File: src/logic/smp_pkg.sv
`default_nettype none
package smp_pkg;
   localparam int          NUM_SOCKETS       = 8;
   // Register map, byte addresses on the serial port.
   localparam logic [15:0] ADDR_INT_MASK     = 16'h0016;
   localparam logic [15:0] ADDR_INT_SUMMARY  = 16'h0034;
   localparam logic [15:0] ADDR_PHY_STATUS   = 16'h0035;
   localparam logic [15:0] ADDR_SOCK_BASE    = 16'h4000;
   localparam logic [15:0] ADDR_SOCK_STRIDE  = 16'h0100;
   localparam logic [4:0]  SOCK_WINDOW_TOP   = 5'h08;
   // Reset values.
   localparam logic [7:0]  RESET_INT_MASK    = 8'h00;
   localparam logic [7:0]  RESET_MODE        = 8'h00;
   // Status register fields.
   localparam int          PHY_LINK_BIT      = 5;
   localparam int          PHY_SLEEP_BIT     = 3;
   // Mode register fields.
   localparam int          MODE_MULTI_BIT    = 7;
   localparam int          MODE_FILTER_BIT   = 6;
   localparam int          MODE_ACK_IGMP_BIT = 5;
   localparam logic [7:0]  MODE_WRITE_MASK   = 8'hef;
   // Protocol codes held in mode bits 3 to 0.
   localparam logic [3:0]  PROTO_CLOSED      = 4'h0;
   localparam logic [3:0]  PROTO_TCP         = 4'h1;
   localparam logic [3:0]  PROTO_UDP         = 4'h2;
   localparam logic [3:0]  PROTO_RAW_IP      = 4'h3;
   localparam logic [3:0]  PROTO_RAW_MAC     = 4'h4;
   localparam logic [3:0]  PROTO_PPPOE       = 4'h5;
   // Serial frame: 16 address bits, 1 direction bit, 15 length bits.
   localparam logic [4:0]  HEADER_LAST_BIT   = 5'h1f;
   localparam logic [4:0]  BYTE_LAST_BIT     = 5'h07;
   typedef enum logic [1:0] {SMP_HEADER, SMP_DATA, SMP_DONE} smp_phase_t;
endpackage
`default_nettype wire

File: src/logic/smp_regs.sv
`timescale 1ns/10ps
`default_nettype none
// Summary of operation
// Status bit 5 reads 1 while the link is up, 0 when down.
// Status bit 3 reads 1 while the PHY is in power-down mode.
// A set mask bit passes its socket summary bit onto the interrupt pin.
// A cleared mask bit keeps that summary bit off the pin.
// Mode bit 7 enables multicast, effective only in UDP mode.
// Host loads group address and port before opening a multicast socket; the testbench opens socket 1 in multicast with only its mode written.
// In raw MAC mode bit 6 filters to own and broadcast frames.
// Host running its own stack should set the frame filter bit.
// In TCP mode bit 5 set requests immediate acknowledgements.
// In TCP mode bit 5 clear leaves acknowledgements delayed.
// In multicast UDP bit 5 picks IGMP version: 0 is v2, 1 is v1.
// Mode bits 3 to 0 select protocol; bit 4 is reserved.
// Raw MAC and PPPoE codes are accepted only on socket 0.
// Eight mode registers at 0x4000 plus n times 0x0100, reset zero.
// Summary bit sets on a socket event, clears when its events clear.
module smp_regs (
   // Clock and reset
   input  wire logic                                 clock,
   input  wire logic                                 reset,
   // Serial register port
   input  wire logic                                 spi_sclk,
   input  wire logic                                 spi_cs_n,
   input  wire logic                                 spi_mosi,
   output logic                                      spi_miso,
   output logic                                      spi_miso_oe,
   // Physical layer state
   input  wire logic                                 phy_link_up,
   input  wire logic                                 phy_sleep_flag,
   // Socket events
   input  wire logic [smp_pkg::NUM_SOCKETS-1:0]      socket_event_set,
   input  wire logic [smp_pkg::NUM_SOCKETS-1:0]      socket_event_cleared,
   output logic                                      interrupt_out_low,
   // Decoded socket options
   output logic [smp_pkg::NUM_SOCKETS*4-1:0]         socket_protocol,
   output logic [smp_pkg::NUM_SOCKETS-1:0]           multicast_active,
   output logic [smp_pkg::NUM_SOCKETS-1:0]           frame_filter_enable,
   output logic [smp_pkg::NUM_SOCKETS-1:0]           quick_ack_enable,
   output logic [smp_pkg::NUM_SOCKETS-1:0]           igmp_v1_select
);
   import smp_pkg::*;

   logic [7:0]             socket_interrupt_mask;
   logic [7:0]             socket_interrupt_summary;
   logic [7:0]             phy_link_status;
   logic [7:0]             socket_mode [NUM_SOCKETS];
   logic                   sclk_q;
   logic                   sclk_rise;
   logic                   sclk_fall;
   smp_phase_t             phase;
   logic [4:0]             bit_cnt;
   logic [31:0]            shift_in;
   logic [7:0]             shift_out;
   logic [15:0]            cur_addr;
   logic                   is_write;
   logic [14:0]            remaining;
   logic                   wr_strobe;
   logic [15:0]            wr_addr;
   logic [7:0]             wr_data;
   logic [31:0]            next_header;
   logic [7:0]             next_byte;

   function automatic logic is_mode_addr(input logic [15:0] a);
      return (a[15:11] == SOCK_WINDOW_TOP) && (a[7:0] == 8'h00);
   endfunction

   function automatic logic [7:0] read_reg(input logic [15:0] a);
      logic [7:0] d;
      d = 8'h00;
      if (a == ADDR_INT_MASK) begin
         d = socket_interrupt_mask;
      end else if (a == ADDR_INT_SUMMARY) begin
         d = socket_interrupt_summary;
      end else if (a == ADDR_PHY_STATUS) begin
         d = phy_link_status;
      end else if (is_mode_addr(a)) begin
         d = socket_mode[a[10:8]];
      end
      return d;
   endfunction

   function automatic logic [3:0] proto_of(input logic [7:0] m);
      return m[3:0];
   endfunction

   assign sclk_rise   = spi_sclk & ~sclk_q;
   assign sclk_fall   = ~spi_sclk & sclk_q;
   assign next_header = {shift_in[30:0], spi_mosi};
   assign next_byte   = {shift_in[6:0], spi_mosi};

   always_ff @(posedge clock or posedge reset) begin
      if (reset) begin
         sclk_q <= 1'b0;
      end else begin
         sclk_q <= spi_sclk;
      end
   end

   // Pins are sampled on the system clock, so the serial clock must run
   // well below half the system rate for its edges to be seen.
   always_ff @(posedge clock or posedge reset) begin
      if (reset) begin
         phase     <= SMP_HEADER;
         bit_cnt   <= 5'h00;
         shift_in  <= 32'h0000_0000;
         cur_addr  <= 16'h0000;
         is_write  <= 1'b0;
         remaining <= 15'h0000;
         wr_strobe <= 1'b0;
         wr_addr   <= 16'h0000;
         wr_data   <= 8'h00;
      end else begin
         wr_strobe <= 1'b0;
         if (spi_cs_n) begin
            phase   <= SMP_HEADER;
            bit_cnt <= 5'h00;
         end else if (sclk_rise) begin
            shift_in <= next_header;
            bit_cnt  <= bit_cnt + 5'h01;
            case (phase)
               SMP_HEADER: begin
                  if (bit_cnt == HEADER_LAST_BIT) begin
                     cur_addr  <= next_header[31:16];
                     is_write  <= next_header[15];
                     remaining <= next_header[14:0];
                     bit_cnt   <= 5'h00;
                     phase     <= (next_header[14:0] == 15'h0000) ?
                                  SMP_DONE : SMP_DATA;
                  end
               end
               SMP_DATA: begin
                  if (bit_cnt == BYTE_LAST_BIT) begin
                     wr_strobe <= is_write;
                     wr_addr   <= cur_addr;
                     wr_data   <= next_byte;
                     cur_addr  <= cur_addr + 16'h0001;
                     remaining <= remaining - 15'h0001;
                     bit_cnt   <= 5'h00;
                     if (remaining == 15'h0001) begin
                        phase <= SMP_DONE;
                     end
                  end
               end
               SMP_DONE: begin
                  bit_cnt <= 5'h00;
               end
               default: begin
                  phase <= SMP_HEADER;
               end
            endcase
         end
      end
   end

   // Read data is fetched at the last rising edge before each byte, so the
   // first bit is on the pin before the host samples it.
   always_ff @(posedge clock or posedge reset) begin
      if (reset) begin
         shift_out   <= 8'h00;
         spi_miso    <= 1'b0;
         spi_miso_oe <= 1'b0;
      end else begin
         spi_miso_oe <= ~spi_cs_n;
         if (spi_cs_n) begin
            spi_miso <= 1'b0;
         end else if (sclk_rise && phase == SMP_HEADER &&
                      bit_cnt == HEADER_LAST_BIT) begin
            shift_out <= read_reg(next_header[31:16]);
         end else if (sclk_rise && phase == SMP_DATA &&
                      bit_cnt == BYTE_LAST_BIT) begin
            shift_out <= read_reg(cur_addr + 16'h0001);
         end else if (sclk_fall) begin
            spi_miso  <= shift_out[7];
            shift_out <= {shift_out[6:0], 1'b0};
         end
      end
   end

   always_ff @(posedge clock or posedge reset) begin
      if (reset) begin
         socket_interrupt_mask <= RESET_INT_MASK;
      end else if (wr_strobe && wr_addr == ADDR_INT_MASK) begin
         socket_interrupt_mask <= wr_data;
      end
   end

   always_ff @(posedge clock or posedge reset) begin
      if (reset) begin
         for (int i = 0; i < NUM_SOCKETS; i++) begin
            socket_mode[i] <= RESET_MODE;
         end
      // per-socket mode registers
      end else if (wr_strobe && is_mode_addr(wr_addr)) begin
         // reserved bit dropped
         socket_mode[wr_addr[10:8]] <= wr_data & MODE_WRITE_MASK;
         // socket 0 only
         if (wr_addr[10:8] != 3'h0 &&
             (wr_data[3:0] == PROTO_RAW_MAC ||
              wr_data[3:0] == PROTO_PPPOE)) begin
            socket_mode[wr_addr[10:8]] <=
               (wr_data & MODE_WRITE_MASK & 8'hf0) | {4'h0, PROTO_CLOSED};
         end
      end
   end

   always_ff @(posedge clock or posedge reset) begin
      if (reset) begin
         phy_link_status <= 8'h00;
      end else begin
         phy_link_status <= 8'h00;
         // link state
         phy_link_status[PHY_LINK_BIT]  <= phy_link_up;
         // power-down state
         phy_link_status[PHY_SLEEP_BIT] <= phy_sleep_flag;
      end
   end

   // A new event wins over a clear in the same cycle so it is never lost.
   always_ff @(posedge clock or posedge reset) begin
      if (reset) begin
         socket_interrupt_summary <= 8'h00;
      end else begin
         for (int i = 0; i < NUM_SOCKETS; i++) begin
            // set and auto-clear
            if (socket_event_set[i]) begin
               socket_interrupt_summary[i] <= 1'b1;
            end else if (socket_event_cleared[i]) begin
               socket_interrupt_summary[i] <= 1'b0;
            end
         end
      end
   end

   always_ff @(posedge clock or posedge reset) begin
      if (reset) begin
         interrupt_out_low <= 1'b1;
      end else begin
         // R4: mask gating
         interrupt_out_low <=
            ~|(socket_interrupt_summary & socket_interrupt_mask);
      end
   end

   always_ff @(posedge clock or posedge reset) begin
      if (reset) begin
         socket_protocol     <= '0;
         multicast_active    <= '0;
         frame_filter_enable <= '0;
         quick_ack_enable    <= '0;
         igmp_v1_select      <= '0;
      end else begin
         for (int i = 0; i < NUM_SOCKETS; i++) begin
            socket_protocol[i*4 +: 4] <= proto_of(socket_mode[i]);
            // multicast in UDP only
            multicast_active[i] <= socket_mode[i][MODE_MULTI_BIT] &&
                                   proto_of(socket_mode[i]) == PROTO_UDP;
            // raw MAC frame filter
            frame_filter_enable[i] <= socket_mode[i][MODE_FILTER_BIT] &&
                              proto_of(socket_mode[i]) == PROTO_RAW_MAC;
            // R10: acknowledgement timing
            quick_ack_enable[i] <= socket_mode[i][MODE_ACK_IGMP_BIT] &&
                                   proto_of(socket_mode[i]) == PROTO_TCP;
            // IGMP version select
            igmp_v1_select[i] <= socket_mode[i][MODE_ACK_IGMP_BIT] &&
                                 socket_mode[i][MODE_MULTI_BIT] &&
                                 proto_of(socket_mode[i]) == PROTO_UDP;
         end
      end
   end
endmodule
`default_nettype wire

File: config.mk
export PLATFORM = sky130hd
export DESIGN_NAME = smp_regs
export DESIGN_NICKNAME = d
export VERILOG_FILES = /design/src/logic/smp_pkg.sv /design/src/logic/smp_regs.sv
export SDC_FILE = /design/constraint.sdc
export NUM_CORES = 1
export LEC_CHECK = 0
export ABC_AREA = 1
export BUFFER_PORTS_ARGS = -buffer_cell sky130_fd_sc_hd__buf_2
export CORE_ASPECT_RATIO = 0.9
export CORE_UTILIZATION = 55
export DETAILED_ROUTE_END_ITERATION = 6
export GPL_ROUTABILITY_DRIVEN = 0
export HOLD_SLACK_MARGIN = 0.12
export PLACE_DENSITY = 0.77
export SLEW_MARGIN = 25
export SYNTH_ARGS = -nofsm -noshare
export SYNTH_HDL_FRONTEND = slang
export SYNTH_SLANG_ARGS = --single-unit
File: constraint.sdc
create_clock -name clock -period 8.35 [get_ports clock]
set_clock_uncertainty 0.05 [all_clocks]
set_input_delay 1.2525 -clock clock [delete_from_list [all_inputs] [get_ports clock]]
set_output_delay 1.2525 -clock clock [all_outputs]
set_load 0.02 [all_outputs]
==> flow_metrics.env <==
export IMPL_grt_pass1_wl_um=52300
export IMPL_die_area_mm2=0.0228
export IMPL_drv_slew=0
export IMPL_synth_top_cell_area_share_pct=51.7
export IMPL_start_util_pct=56.2
export IMPL_cp_end_kind="flip-flop"
export IMPL_synth_edff_count=0
export IMPL_holdCritPathClass="flip-flop to flip-flop"
export IMPL_period_share_pct=41.0
export IMPL_post_synth_cell_area_avg_um2=8.21
export IMPL_wl_met2_um=14600
export IMPL_core_mm2=0.0217
export IMPL_die_w_um=159
export IMPL_layout_nets=1582
export IMPL_yosys_area_top_type="dfrtp_1"
export IMPL_whs_ps=348
export IMPL_syn_to_final_growth_pct=11.9
export IMPL_first_pass_iters=7
export IMPL_top_layer="met4"
export IMPL_rsz0062_at_grt="false"
export IMPL_wl_met3_um=3020
export IMPL_p_leak_nw=6.79
export IMPL_numPortBuffers=89
export IMPL_hold_buffers=0
export IMPL_async_flop_share_pct=100
export IMPL_synth_seq_area_share_pct=52.0
export IMPL_cts_max_level=1
export IMPL_max_freq_ghz=0.292
export IMPL_cts_setup_buffers=0
export IMPL_clk_pin_slew_ps=60
export IMPL_hpwl_um=22700
export IMPL_path_max_fanout=39
export IMPL_drt_iter0_markers=1233
export IMPL_grt_overflow_total=0
export IMPL_num_io_pins=90
export IMPL_synth_main_ff_cell="dfrtp_1"
export IMPL_required_ps=8740
export IMPL_numCtsBuffers=26
export IMPL_startpoint_type="primary input"
export IMPL_clockRootBuffer="clkbuf_16"
export IMPL_cts_tree="yes"
export IMPL_critPathMaxStageDelay_ps=480
export IMPL_worst_pin_slew_ps=982
export IMPL_final_setup_tns_ps=0
export IMPL_antenna_found_initial=0
export IMPL_drc_errors=0
export IMPL_synth_nets=1516
export IMPL_cp_slowest_cell="inv_1"
export IMPL_critPathKind="primary input to flip-flop"
export IMPL_vias=10800
export IMPL_drv_cap=0
export IMPL_syn_area_mm2=0.0122
export IMPL_powerDensity_mw_per_mm2=203
export IMPL_critPathMostFrequentCell="inv_1"
export IMPL_avgViaCountPerCell=5.81
export IMPL_status="finished, final reports clean"
export IMPL_clock_latency_ps=550
export IMPL_synth_most_common_cell="nand2_1"
export IMPL_slew_headroom_pct=34.4
export IMPL_ys_top_cells_by_area="dfrtp_1, nand2_1, o21ai_0, inv_1, nand3_1"
export IMPL_track_usage_pct=29.2
export IMPL_yosys_warnings=0
export IMPL_synth_distinct_cells=51
export IMPL_layout_drive_gt1_share_pct=11.4
export IMPL_wl_per_cell_um=17.8
export IMPL_worst_path_dominant_cell_family="buffers and inverters"
export IMPL_floorplan_rows=51
export IMPL_ir_worst_vdd_mv=0.137
export IMPL_arrival_ps=3810
export IMPL_cts_sinks=253
export IMPL_diodes=0
export IMPL_ys_top_cells_by_count="nand2_1, dfrtp_1, inv_1"
export IMPL_hold_viol=0
export IMPL_grt_start_max_net_pins=103
export IMPL_grt_pass1_vias=9579
export IMPL_wirelength_um=33100
export IMPL_final_min_clock_period_ps=3420
export IMPL_placed_area_mm2=0.0128
export IMPL_ys_ff_latch=253
export IMPL_synthCells=1485
export IMPL_die_y_um=143
export IMPL_crit_buf_inv=5
export IMPL_cts_resized=0
export IMPL_clockBufferDepth=3
export IMPL_setup_violations_final=0
export IMPL_antenna_left=0
export IMPL_wl_met1_um=14100
export IMPL_path_cells="buf_2 > inv_1 > nor2_1 > inv_1 > nor3_4 > nand2_1 > nand2_1 > buf_4 > inv_1 > a21oi_1 > o21ai_0 > o21ai_0"
export IMPL_fin_area_mm2=0.0136
-- cell usage in the layout (no fill, tap or decap), types with 3 or more instances in the layout --
master | netlist | layout
nand2_4 | 4 | 4
nand2_2 | 3 | 3
o2111ai_1 | 10 | 10
clkbuf_16 | 0 | 26
buf_2 | 14 | 89
nand3_1 | 111 | 111
dfrtp_1 | 252 | 252
o21ai_1 | 3 | 3
o21bai_1 | 8 | 8
nor4_1 | 12 | 12
nor2_4 | 6 | 7
clkbuf_8 | 0 | 7
mux2_2 | 7 | 7
o221ai_1 | 6 | 6
a21oi_1 | 90 | 90
nor2_2 | 5 | 6
ha_1 | 8 | 8
nor3_1 | 25 | 25
inv_1 | 190 | 189
clkinv_2 | 0 | 4
clkbuf_1 | 37 | 6
o211ai_1 | 17 | 17
o22ai_1 | 4 | 4
buf_4 | 4 | 6
nand3_2 | 4 | 4
nor2_1 | 126 | 124
nand4_1 | 28 | 28
a31oi_1 | 5 | 5
nand2_1 | 295 | 295
or2_2 | 3 | 3
o21ai_0 | 174 | 174
-- metrics by stage --
| stage | instances | util, % | total power [mW] | worst slack (ps) |
|---|---|---|---|---|
| CTS | 1859 | 62.9 | 2.77 | 4960 |
| global route | 1859 | 62.9 | 2.86 | 4660 |
| global placement | 1814 | 59.0 | 1.63 | 4580 |
| finish | 1859 | 62.9 | 2.77 | 4930 |
| floorplan | 1485 | - | 1.54 | 92.5 |
| detailed placement | 1814 | 59.0 | 1.63 | 4460 |
-- state kept, by name (all words and copies together) (netlist names), 2 cells and up, named ones only --
register and flops:
phy_link_status 2, socket_interrupt_mask 8, multicast_active 8, phase 2
frame_filter_enable 8, wr_addr 16, shift_in 31, remaining 15
bit_cnt 5, socket_protocol 32, socket_interrupt_summary 8, igmp_v1_select 8
quick_ack_enable 8, cur_addr 16, socket_mode 40, shift_out 8
wr_data 8
-- power by group --
group          leakage [nW]  internal (mW)  switching [mW]
registers              3.31           1.28          0.0598
clock network         0.414          0.664           0.478
logic                  3.06         0.0785           0.210
total                  6.79           2.02           0.748
-- cell families after synthesis --
| group | count (synthesis) | synth area share, % |
|---|---|---|
| AND/OR/NAND/NOR | 627 | 22.8 |
| AO/OA/AOI/OAI | 334 | 15.3 |
| flip-flops | 253 | 52.0 |
| buffers and inverters | 252 | 8.19 |
| multiplexers | 9 | 0.811 |
| adder cells (fa/ha/maj) | 8 | 0.821 |
| XOR/XNOR | 2 | 0.144 |
-- worst paths after layout --
kind                       cells after the start             from  slack, ps                  to
max                                           12         spi_sclk       4930         cur_addr[3]
min                                            0  socket_mode[40]        350  socket_protocol[8]
max reg2reg                                   14       bit_cnt[0]       4940         cur_addr[3]
min reg2reg                                    0  socket_mode[40]        350  socket_protocol[8]
max in group asynchronous                      3            reset       6080      socket_mode[8]
min in group asynchronous                      2            reset        800          wr_addr[2]
-- final cells by class --
type,instances,area (um2)
inverters,194,741
flip-flops and latches,253,6330
well taps,291,364
repair buffers,96,502
fillers,1814,8050
multi-input cells,980,4870
clock buffers,39,769
clock inverters,6,66.3
-- per-layer routing --
layer / vias to the layer above / global-route usage, %
li1: 5059 / -
met1: 5066 / 42.9
met2: 585 / 44.0
met3: 96 / 4.36
met4: 0 / 11.1
met5: - / 0
Power figures use the tool's default switching activity.
